`src/common/nim_consts.vh`:
```
// Purpose: Offsets, field positions and reset values for the interrupt gating block.
// Assumes: Registers are 32-bit words at byte offsets on a plain register port.
// Notes:   Included by its bare name.
`ifndef NIM_CONSTS_VH
`define NIM_CONSTS_VH

`define NIM_ADDR_W          8
`define NIM_OFF_EVENTS      8'h10
`define NIM_OFF_MASK        8'h14
`define NIM_OFF_ENABLE      8'h18
`define NIM_MASK_RESET      32'h00000000
`define NIM_ENABLE_RESET    32'h00000000
// Bits that carry a status condition: 28..20, 16, 15, 12, 10..0.
`define NIM_VALID_BITS      32'h1FF197FF
// Latched conditions that arrive from the rest of the chip (15 is derived).
`define NIM_SRC_BITS        32'h1FF117FF
`define NIM_BIT_GLOBAL_ON   0
`define NIM_BIT_SUMMARY     15
`define NIM_HI_LSB          16
`define NIM_HI_MSB          25
// Positions of the individual event sources in the status word.
`define NIM_BIT_WAKE         28
`define NIM_BIT_HOLD_END     27
`define NIM_BIT_HOLD_START   26
`define NIM_BIT_TX_RST_DONE  25
`define NIM_BIT_RX_RST_DONE  24
`define NIM_BIT_PARITY       23
`define NIM_BIT_SYS_ERR      22
`define NIM_BIT_MST_ABORT    21
`define NIM_BIT_TGT_ABORT    20
`define NIM_BIT_RX_STAT_OVF  16
`define NIM_BIT_SW_EVENT     12
`define NIM_BIT_TX_UNDERFLOW 10
`define NIM_BIT_TX_STOPPED   9
`define NIM_BIT_TX_FAILED    8
`define NIM_BIT_TX_ENTRY     7
`define NIM_BIT_TX_GOOD      6
`define NIM_BIT_RX_OVERFLOW  5
`define NIM_BIT_RX_STOPPED   4
`define NIM_BIT_RX_EARLY     3
`define NIM_BIT_RX_FAILED    2
`define NIM_BIT_RX_ENTRY     1
`define NIM_BIT_RX_GOOD      0

`endif

```
`src/hdl/nim_irq_gate.v`:
```
// Purpose: Interrupt gating for the Ethernet controller: latched events, per-source mask, global enable.
// Assumes: Event set pulses are synchronous to core_clk; register port strobes are one cycle long.
// Notes:   Read data stand in the cycle after the read strobe; unmapped addresses read zero.
//          A set pulse in the cycle of a status read survives the clear, so no event is lost.
//          Soft reset clears status, mask and enable; the line drops one cycle later.
//          Reserved status and mask bits always read zero.
//
// The address-and-strobe port was chosen for this implementation.
`timescale 1ns/1ps
`include "nim_consts.vh"

module nim_irq_gate #(
  parameter DATA_W = 32
) (
  input  wire              core_clk,
  input  wire              resetn,
  input  wire [7:0]        reg_addr,
  input  wire [DATA_W-1:0] reg_wdata,
  input  wire              reg_wr,
  input  wire              reg_rd,
  output reg  [DATA_W-1:0] reg_rdata,
  input  wire [DATA_W-1:0] event_set,
  input  wire              soft_reset,
  output reg               host_irq_out
);

  // ----------------------------------------------------------------
  // Register state
  // ----------------------------------------------------------------
  reg  [DATA_W-1:0] latched_event_register_q;
  reg  [DATA_W-1:0] latched_event_register_d;
  reg  [DATA_W-1:0] interrupt_source_mask_q;
  reg               global_irq_on_q;
  reg  [DATA_W-1:0] rdata_d;
  wire [DATA_W-1:0] status_view;
  wire              rd_events;
  wire              irq_d;
  reg  [DATA_W-1:0] src_set;
  reg  [DATA_W-1:0] status_bits;
  wire [DATA_W-1:0] pending;
  wire              wr_mask;
  wire              wr_enable;
  wire              rd_mask;
  wire              rd_enable;

  // ----------------------------------------------------------------
  // Helpers
  // ----------------------------------------------------------------
  // True when the register port address equals the given offset; the caller ANDs in the strobe.
  function hit;
    input [7:0] addr;
    input [7:0] offset;
    begin
      hit = (addr == offset);
    end
  endfunction

  // The summary bit folds every high error condition into one flag.
  function summary_of;
    input [DATA_W-1:0] st;
    begin
      summary_of = |st[`NIM_HI_MSB:`NIM_HI_LSB];
    end
  endfunction

  // ----------------------------------------------------------------
  // Register port decode
  // ----------------------------------------------------------------
  assign wr_mask   = reg_wr && hit(reg_addr, `NIM_OFF_MASK);
  assign wr_enable = reg_wr && hit(reg_addr, `NIM_OFF_ENABLE);
  assign rd_mask   = reg_rd && hit(reg_addr, `NIM_OFF_MASK);
  assign rd_enable = reg_rd && hit(reg_addr, `NIM_OFF_ENABLE);

  // ----------------------------------------------------------------
  // Event sources
  // ----------------------------------------------------------------
  // Each condition is named once here so the bit map reads in one place.
  // Bits outside the map are dropped, so a stray set pulse can neither
  // latch a reserved bit nor fake the summary bit.
  // Wake and pause conditions.
  wire              wake_event;
  wire              tx_hold_ended;
  wire              tx_hold_started;

  // Reset completion and host bus errors.
  wire              tx_reset_done;
  wire              rx_reset_done;
  wire              bus_parity_fault;
  wire              system_error_signalled;
  wire              master_abort_seen;
  wire              target_abort_seen;

  // Status overflow and software request.
  wire              rx_status_fifo_overflow;
  wire              software_event;

  // Transmit and receive events.
  wire              tx_fifo_underflow;
  wire              tx_engine_stopped;
  wire              tx_frame_failed;
  wire              tx_flagged_entry_done;
  wire              tx_frame_good;
  wire              rx_fifo_overflow;
  wire              rx_engine_stopped;
  wire              rx_early_drain_met;
  wire              rx_frame_failed;
  wire              rx_flagged_entry_done;
  wire              rx_frame_good;

  // Wake and pause conditions.
  assign wake_event              = event_set[`NIM_BIT_WAKE];
  assign tx_hold_ended           = event_set[`NIM_BIT_HOLD_END];
  assign tx_hold_started         = event_set[`NIM_BIT_HOLD_START];

  // Reset completion and host bus errors.
  assign tx_reset_done           = event_set[`NIM_BIT_TX_RST_DONE];
  assign rx_reset_done           = event_set[`NIM_BIT_RX_RST_DONE];
  assign bus_parity_fault        = event_set[`NIM_BIT_PARITY];
  assign system_error_signalled  = event_set[`NIM_BIT_SYS_ERR];
  assign master_abort_seen       = event_set[`NIM_BIT_MST_ABORT];
  assign target_abort_seen       = event_set[`NIM_BIT_TGT_ABORT];

  // Status overflow and software request.
  assign rx_status_fifo_overflow = event_set[`NIM_BIT_RX_STAT_OVF];
  assign software_event          = event_set[`NIM_BIT_SW_EVENT];

  // Transmit and receive events.
  assign tx_fifo_underflow       = event_set[`NIM_BIT_TX_UNDERFLOW];
  assign tx_engine_stopped       = event_set[`NIM_BIT_TX_STOPPED];
  assign tx_frame_failed         = event_set[`NIM_BIT_TX_FAILED];
  assign tx_flagged_entry_done   = event_set[`NIM_BIT_TX_ENTRY];
  assign tx_frame_good           = event_set[`NIM_BIT_TX_GOOD];
  assign rx_fifo_overflow        = event_set[`NIM_BIT_RX_OVERFLOW];
  assign rx_engine_stopped       = event_set[`NIM_BIT_RX_STOPPED];
  assign rx_early_drain_met      = event_set[`NIM_BIT_RX_EARLY];
  assign rx_frame_failed         = event_set[`NIM_BIT_RX_FAILED];
  assign rx_flagged_entry_done   = event_set[`NIM_BIT_RX_ENTRY];
  assign rx_frame_good           = event_set[`NIM_BIT_RX_GOOD];

  always @* begin
    src_set = {DATA_W{1'b0}};
    // Wake and pause conditions.
    src_set[`NIM_BIT_WAKE]         = wake_event;
    src_set[`NIM_BIT_HOLD_END]     = tx_hold_ended;
    src_set[`NIM_BIT_HOLD_START]   = tx_hold_started;

    // Reset completion and host bus errors.
    src_set[`NIM_BIT_TX_RST_DONE]  = tx_reset_done;
    src_set[`NIM_BIT_RX_RST_DONE]  = rx_reset_done;
    src_set[`NIM_BIT_PARITY]       = bus_parity_fault;
    src_set[`NIM_BIT_SYS_ERR]      = system_error_signalled;
    src_set[`NIM_BIT_MST_ABORT]    = master_abort_seen;
    src_set[`NIM_BIT_TGT_ABORT]    = target_abort_seen;

    // Status overflow and software request.
    src_set[`NIM_BIT_RX_STAT_OVF]  = rx_status_fifo_overflow;
    src_set[`NIM_BIT_SW_EVENT]     = software_event;

    // Transmit and receive events.
    src_set[`NIM_BIT_TX_UNDERFLOW] = tx_fifo_underflow;
    src_set[`NIM_BIT_TX_STOPPED]   = tx_engine_stopped;
    src_set[`NIM_BIT_TX_FAILED]    = tx_frame_failed;
    src_set[`NIM_BIT_TX_ENTRY]     = tx_flagged_entry_done;
    src_set[`NIM_BIT_TX_GOOD]      = tx_frame_good;
    src_set[`NIM_BIT_RX_OVERFLOW]  = rx_fifo_overflow;
    src_set[`NIM_BIT_RX_STOPPED]   = rx_engine_stopped;
    src_set[`NIM_BIT_RX_EARLY]     = rx_early_drain_met;
    src_set[`NIM_BIT_RX_FAILED]    = rx_frame_failed;
    src_set[`NIM_BIT_RX_ENTRY]     = rx_flagged_entry_done;
    src_set[`NIM_BIT_RX_GOOD]      = rx_frame_good;
  end

  // ----------------------------------------------------------------
  // Latched events
  // ----------------------------------------------------------------
  assign rd_events = reg_rd && hit(reg_addr, `NIM_OFF_EVENTS);

  // Reserved positions are forced to zero here, and the summary bit is
  // derived from the latched high bits so it can never disagree with
  // them, including the cycle in which a read clears them.
  always @* begin
    status_bits = {DATA_W{1'b0}};
    // Wake and pause conditions.
    status_bits[`NIM_BIT_WAKE]         = latched_event_register_q[`NIM_BIT_WAKE];
    status_bits[`NIM_BIT_HOLD_END]     = latched_event_register_q[`NIM_BIT_HOLD_END];
    status_bits[`NIM_BIT_HOLD_START]   = latched_event_register_q[`NIM_BIT_HOLD_START];

    // Reset completion and host bus errors.
    status_bits[`NIM_BIT_TX_RST_DONE]  = latched_event_register_q[`NIM_BIT_TX_RST_DONE];
    status_bits[`NIM_BIT_RX_RST_DONE]  = latched_event_register_q[`NIM_BIT_RX_RST_DONE];
    status_bits[`NIM_BIT_PARITY]       = latched_event_register_q[`NIM_BIT_PARITY];
    status_bits[`NIM_BIT_SYS_ERR]      = latched_event_register_q[`NIM_BIT_SYS_ERR];
    status_bits[`NIM_BIT_MST_ABORT]    = latched_event_register_q[`NIM_BIT_MST_ABORT];
    status_bits[`NIM_BIT_TGT_ABORT]    = latched_event_register_q[`NIM_BIT_TGT_ABORT];

    // Status overflow and software request.
    status_bits[`NIM_BIT_RX_STAT_OVF]  = latched_event_register_q[`NIM_BIT_RX_STAT_OVF];
    status_bits[`NIM_BIT_SW_EVENT]     = latched_event_register_q[`NIM_BIT_SW_EVENT];

    // Transmit and receive events.
    status_bits[`NIM_BIT_TX_UNDERFLOW] = latched_event_register_q[`NIM_BIT_TX_UNDERFLOW];
    status_bits[`NIM_BIT_TX_STOPPED]   = latched_event_register_q[`NIM_BIT_TX_STOPPED];
    status_bits[`NIM_BIT_TX_FAILED]    = latched_event_register_q[`NIM_BIT_TX_FAILED];
    status_bits[`NIM_BIT_TX_ENTRY]     = latched_event_register_q[`NIM_BIT_TX_ENTRY];
    status_bits[`NIM_BIT_TX_GOOD]      = latched_event_register_q[`NIM_BIT_TX_GOOD];
    status_bits[`NIM_BIT_RX_OVERFLOW]  = latched_event_register_q[`NIM_BIT_RX_OVERFLOW];
    status_bits[`NIM_BIT_RX_STOPPED]   = latched_event_register_q[`NIM_BIT_RX_STOPPED];
    status_bits[`NIM_BIT_RX_EARLY]     = latched_event_register_q[`NIM_BIT_RX_EARLY];
    status_bits[`NIM_BIT_RX_FAILED]    = latched_event_register_q[`NIM_BIT_RX_FAILED];
    status_bits[`NIM_BIT_RX_ENTRY]     = latched_event_register_q[`NIM_BIT_RX_ENTRY];
    status_bits[`NIM_BIT_RX_GOOD]      = latched_event_register_q[`NIM_BIT_RX_GOOD];
    status_bits[`NIM_BIT_SUMMARY]      = summary_of(latched_event_register_q);
  end
  assign status_view = status_bits;

  always @* begin
    latched_event_register_d = latched_event_register_q;
    if (rd_events) begin
      latched_event_register_d = {DATA_W{1'b0}};
    end
    // A new event in the clearing cycle survives the read.
    latched_event_register_d = latched_event_register_d | src_set;
  end

  always @(posedge core_clk or negedge resetn) begin
    if (!resetn) begin
      latched_event_register_q <= {DATA_W{1'b0}};
    end else if (soft_reset) begin
      latched_event_register_q <= {DATA_W{1'b0}};
    end else begin
      latched_event_register_q <= latched_event_register_d;
    end
  end

  // ----------------------------------------------------------------
  // Mask and global enable
  // ----------------------------------------------------------------
  always @(posedge core_clk or negedge resetn) begin
    if (!resetn) begin
      interrupt_source_mask_q <= `NIM_MASK_RESET;
    end else if (soft_reset) begin
      interrupt_source_mask_q <= `NIM_MASK_RESET;
    end else if (wr_mask) begin
      interrupt_source_mask_q <= reg_wdata & `NIM_VALID_BITS;
    end
  end

  // Only bit 0 is stored, so one plain write turns the line on or off
  // without a read-modify-write; status and mask are untouched by it.
  always @(posedge core_clk or negedge resetn) begin
    if (!resetn) begin
      global_irq_on_q <= 1'b0;
    end else if (soft_reset) begin
      global_irq_on_q <= 1'b0;
    end else if (wr_enable) begin
      global_irq_on_q <= reg_wdata[`NIM_BIT_GLOBAL_ON];
    end
  end

  // ----------------------------------------------------------------
  // Interrupt output
  // ----------------------------------------------------------------
  // Each mask bit ANDs the status bit in the same position.
  assign pending = status_view & interrupt_source_mask_q;
  // The enable only gates the line; pending status is kept while it is off.
  assign irq_d   = global_irq_on_q && |pending;

  always @(posedge core_clk or negedge resetn) begin
    if (!resetn) begin
      host_irq_out <= 1'b0;
    end else begin
      host_irq_out <= irq_d;
    end
  end

  // ----------------------------------------------------------------
  // Read port
  // ----------------------------------------------------------------
  always @* begin
    rdata_d = {DATA_W{1'b0}};
    if (rd_events) begin
      rdata_d = status_view;
    end else if (rd_mask) begin
      rdata_d = interrupt_source_mask_q;
    end else if (rd_enable) begin
      rdata_d = {{(DATA_W-1){1'b0}}, global_irq_on_q};
    end
  end

  always @(posedge core_clk or negedge resetn) begin
    if (!resetn) begin
      reg_rdata <= {DATA_W{1'b0}};
    end else begin
      reg_rdata <= rdata_d;
    end
  end

endmodule

```
`config.mk`:
```
export PLATFORM = sky130hd
export DESIGN_NAME = nim_irq_gate
export DESIGN_NICKNAME = d
export VERILOG_FILES = /design/src/hdl/nim_irq_gate.v
export VERILOG_INCLUDE_DIRS = /design/src /design/src/common
export SDC_FILE = /design/constraint.sdc
export NUM_CORES = 1
export LEC_CHECK = 0
export ABC_AREA = 1
export BUFFER_PORTS_ARGS = -buffer_cell sky130_fd_sc_hd__buf_2
export CAP_MARGIN = 20
export CORE_MARGIN = 4
export CORE_UTILIZATION = 45
export DETAILED_ROUTE_END_ITERATION = 8
export GPL_ROUTABILITY_DRIVEN = 0
export PLACE_DENSITY = 0.77
export SLEW_MARGIN = 20
export SYNTH_ARGS = -nofsm -noshare
export SYNTH_HDL_FRONTEND = slang
export SYNTH_SLANG_ARGS = --single-unit
```
`constraint.sdc`:
```
create_clock -name core_clk -period 0.9 [get_ports core_clk]
set_input_delay 0.09 -clock core_clk [delete_from_list [all_inputs] [get_ports core_clk]]
set_output_delay 0.09 -clock core_clk [all_outputs]
set_load 0.02 [all_outputs]
```
; ---- Yosys cells after proc, flatten, opt, wreduce, memory -nomap -nowiden
; Cells that the tools add are included.
[classes]
addsub = 0
n_mul = 0
div = 0
n_lt_le_gt_ge = 0
n_eq_ne = 3
shifts = 0
muxes = 9
bitwise = 2
reduce_logical = 10
[op_table]
columns = operator, n
row1 = $mux W32, 6
row2 = $and A29 B32 Y32, 1
row3 = $or A32 B29 Y32, 1
row4 = $reduce_or A32 Y1, 1
row5 = $eq A8 B5 Y1 const B, 3
row6 = $reduce_or A10 Y1, 1
row7 = $logic_and A1 B1 Y1, 6
row8 = $reduce_bool A2 Y1, 2
row9 = $mux W1, 3
[totals]
reg_bits = 98
latch_bits = 0
mem_bits_rw = 0
mem_bits_ro = 0
inputBits = 77
output_inout_bits = 33
elab_cells = 29
memories = 0

; ---- Depth between registers and ports, before layout
[depth]
ltp_word = 5
mapped_depth = 7
ltp_nobuf = 7

; ---- Worst setup path before layout
; OpenSTA, ideal clock, no wires.
[synth_path]
path_type = input -> register
startpoint = input port reg_addr[1]
endpoint = register interrupt_source_mask_q[22]
setup_time_ns = 0.132
arrival_ns = 0.840
t_required_ns = 0.768
slack_ns = -0.073
path_stages = 7
path_buffers = 1
cell_sequence = nor2_2 -> nand3_2 -> nor2_8 -> nand2_4 -> buf_6 -> nand3_1 -> o21ai_1
[synth_between]
elab_chain_len = 3
[synth_rtl]
columns = item, line_no
row1 = from (decl), nim_irq_gate.v:17  ; input wire [7:0] reg_addr,
row2 = $eq A8 B5 Y1, nim_irq_gate.v:54  ; hit = (addr == offset);
row3 = $logic_and A1 B1 Y1, nim_irq_gate.v:69  ; assign wr_mask = reg_wr && hit(reg_addr, `NIM_OFF_MASK);
row4 = $reduce_bool A2 Y1 (no source line), --
row5 = to (signal assigned), nim_irq_gate.v:240  ; interrupt_source_mask_q <= `NIM_MASK_RESET;
row6 = to (signal assigned), nim_irq_gate.v:242  ; interrupt_source_mask_q <= `NIM_MASK_RESET;
row7 = to (signal assigned), nim_irq_gate.v:244  ; interrupt_source_mask_q <= reg_wdata & `NIM_VALID_BITS;
row8 = to (decl), nim_irq_gate.v:32  ; reg [DATA_W-1:0] interrupt_source_mask_q;
; Every way passes these cells.
; A chain may end at the register's enable or synchronous reset.

; ---- Worst setup path in the final report
[layout_path]
startpoint = register latched_event_register_q[23]
endpoint = register host_irq_out
[layout_between]
elab_chain_len = 4
[layout_rtl]
columns = item, line_no
row1 = from (decl), nim_irq_gate.v:30  ; reg [DATA_W-1:0] latched_event_register_q;
row2 = from (signal assigned), nim_irq_gate.v:227  ; latched_event_register_q <= {DATA_W{1'b0}};
row3 = from (signal assigned), nim_irq_gate.v:229  ; latched_event_register_q <= {DATA_W{1'b0}};
row4 = from (signal assigned), nim_irq_gate.v:231  ; latched_event_register_q <= latched_event_register_d;
row5 = $reduce_or A10 Y1, nim_irq_gate.v:62  ; summary_of = |st[`NIM_HI_MSB:`NIM_HI_LSB];
row6 = $and A29 B32 Y32 *, nim_irq_gate.v:264  ; assign pending = status_view & interrupt_source_mask_q;
row7 = $reduce_or A32 Y1 *, nim_irq_gate.v:266  ; assign irq_d = global_irq_on_q && |pending;
row8 = $logic_and A1 B1 Y1 *, nim_irq_gate.v:266
row9 = named net irq_d, nim_irq_gate.v:37  ; wire irq_d;
row10 = to (signal assigned), nim_irq_gate.v:272  ; host_irq_out <= irq_d;
row11 = to (decl), nim_irq_gate.v:24  ; output reg host_irq_out
; Mark *: on every way through the listed nets, which the timed path passes. The rest lies on a longest branch.

==> qor.yml <==
routing:
  antenna_left: 0
  drt_iter0_drc: 258
  routed_via_density: 5.176
  wirelength_microns: 9248
  wl_per_cell_microns: 14.89
  drc_errors: 0
  dr.pass1.iters: 5
  num_vias: 3214
cells_and_area:
  multi_input_area_sq_um: 1275
  seqCellArea_sq_um: 1752
  diodes: 0
  syn2layout_area_growth_pct: 49.45
  n_fill_cell: 506
  nets: 597
  fin_util: 0.6952
  drive_above_1_share: 0.3390
clocking:
  numCtsBuffers: 9
  tritoncts: "yes"
  cts_sinks: 70
  clock_latency_ns: 0.35
  ctsLongestPathBuffers: 2
  clkTransAtPathRegs_ns: 0.07
  htreeDepth: 3
  root_buffer: "clkbuf_8"
setup_path:
  start_kind: "register"
  cp-startpoint: "latched_event_register_q[23]$_DFF_PN0_"
  cp.arrival_ns: 1.30
  crit_type: "register to register"
  r2r-start: "latched_event_register_q[23]$_DFF_PN0_"
  worst_ep_required_time_ns: 1.14
  end_kind: "register"
  cp_max_fo: 4
power:
  power_switching_uw: 1623
  p_clk_frac: 0.426
  pwr_density_cell_nw_per_um2: 1467
  swShare: 0.2329
  leakage_uw: 0.002518
  power_uw: 6968
  p_int_uw: 5346
  ir_drop_mv: 0.8800
  seq_power_share: 0.469
  pwr-share-comb: 0.106
timing:
  worst_slack_ns: -0.1637
  fin_crit_ns: 1.064
  finalMaxSlewViolations: 0
  clock.fmax_mhz: 940.2
  hold_viol: 0
  fin_skew_ns: 0.005156
  grt_setup_unrepaired: "yes"
  timing.final.crit_share: 1.182
  setup_viol: 28
status:
  violations: "setup timing"
  outcome: "finished, violations left"
global_routing:
  grt_usage: 0.2291
  grt.met2_usage: 0.3637
  grt_use_met3: 0.05168
  grt_first_pass_wirelength_microns: 15250
  antenna_found_initial: 0
  grt_pass1_vias: 3246
  grt_overflow: 0
  grt_max_degree: 71
  grt_util_met1: 0.3055
  busiest_layer: "met2"
logic_synthesis:
  yosys_warnings: 0
  netlist_area_sq_um: 3178
  synth-seq-cells: 70
  synth.distinct_cells: 22
  ys_seq_area_frac: 0.5512
  syn_inst: 364
  syn-mean-instance-area_sq_um: 8.731
floorplan:
  initial_core_util: 0.4652
  die_w_microns: 92.04
  dieArea_sq_um: 8470
  ios: 110
  die_y_microns: 92.04
  coreArea_sq_um: 6832
  rows: 30
hold_path:
  hp-class: "input pin to register"
  holdCritStartpoint: "reg_wdata[22]"
flow_run:
  drv_cap: 0
placed_design:
  port_buffers: 81
  dpl.hpwl_microns: 6037
==> cells in the mapped netlist, drive strengths merged <==
cell type  number  share of area
a21oi          23          0.036
buf            25          0.058
clkbuf          9          0.011
clkinv          1         0.0012
conb            1         0.0012
dfrtp          70           0.55
inv             9          0.011
nand2          75          0.093
nand3          82           0.13
nand4          13          0.026
nor2           39          0.053
nor3            2         0.0031
o21ai          15          0.024
==> per-stage QoR <==
stage	instances	hold slack (ns)	instance area [sq um]	TNS [ns]	worst slack [ns]
floorplan	372	-0.2056	3263	-1.018	-0.04280
global placement	573	0.1402	4028	-12.00	-0.2030
detailed placement	573	0.1403	4028	-14.45	-0.2685
CTS	620	0.0003731	4722	-1.667	-0.1809
global route	621	0.02029	4750	-2.253	-0.2326
finish	621	0.005071	4750	-1.445	-0.1637
==> final timing paths <==
| check | end | slack [ns] | depth (start not counted) |
|---|---|---|---|
| setup / recovery | host_irq_out$_DFF_PN0_ | -0.16 | 6 |
| hold / removal | interrupt_source_mask_q[22]$_DFFE_PN0P_ | 0.005 | 3 |
| setup reg to reg | host_irq_out$_DFF_PN0_ | -0.16 | 6 |
| hold reg to reg | host_irq_out$_DFF_PN0_ | 0.55 | 2 |
| max in group asynchronous | host_irq_out$_DFF_PN0_ | 0.32 | 3 |
| min in group asynchronous | reg_rdata[3]$_DFF_PN0_ | 0.28 | 3 |
==> critical path, cell delays in order, from the launching register on <==
cell and delay, ns:
dfrtp_1 0.43, nor2_1 0.11, nand2_1 0.10, nor2_2 0.11, nor2_1 0.05, nor2_1 0.08, a21oi_1 0.08
==> area by class of cell <==
cell class	count	share of cell area
flip-flops and latches	70	0.3688
repair buffers	171	0.2803
multi-input cells	258	0.2684
clock buffers	13	0.03556
well taps	96	0.02529
clock inverters	3	0.01370
inverters	10	0.007903
==> sequential cells by signal, indices dropped and copies added, names as in the netlist <==
signal,flops
latched_event_register_q,22
global_irq_on_q,1
interrupt_source_mask_q,23
host_irq_out,1
reg_rdata,23
==> power by group through the flow <==
stage          clock network [uW]  registers (uW)  logic [uW]
2_1_floorplan                   0            3320         259
3_3_place_gp                    0            3320         588
3_5_place_dp                    0            3330         602
4_1_cts                      2990            3270         713
5_1_grt                      3110            3270         802
6_report                     2970            3270         735
==> layout by cell type (no fill, tap or decap), drive strengths merged <==
cell,count
nand4,13
nand3,82
clkbuf,13
o21ai,15
nor2,39
bufinv,2
conb,9
dlygate4sd3,30
nor3,2
nand2,75
dfrtp,70
clkinv,2
inv,9
buf,141
a21oi,23
==> metal layers <==
layer / vias to the layer above / part of all wire
met5: - / 0
met4: 0 / 0.024
met3: 28 / 0.069
met2: 153 / 0.49
met1: 1518 / 0.42
li1: 1515 / -
==> cells by family (layout without fill, tap and decap cells) <==
family,Yosys count,count (layout),synth area share
flops,70,70,0.5512
simple gates,211,211,0.3071
buf+inv,44,197,0.08070
compound gates,38,38,0.05984
other cells,1,9,0.001180
==> repair_timing <==
action,CTS,global route
hold endpoints to repair,99,0
setup buffers,1,2
gates resized for setup,49,6
endpoints found under the setup margin,26,30
pin swaps,5,4
hold buffers,30,0
Note: power is estimated with default switching activity, not from simulation.
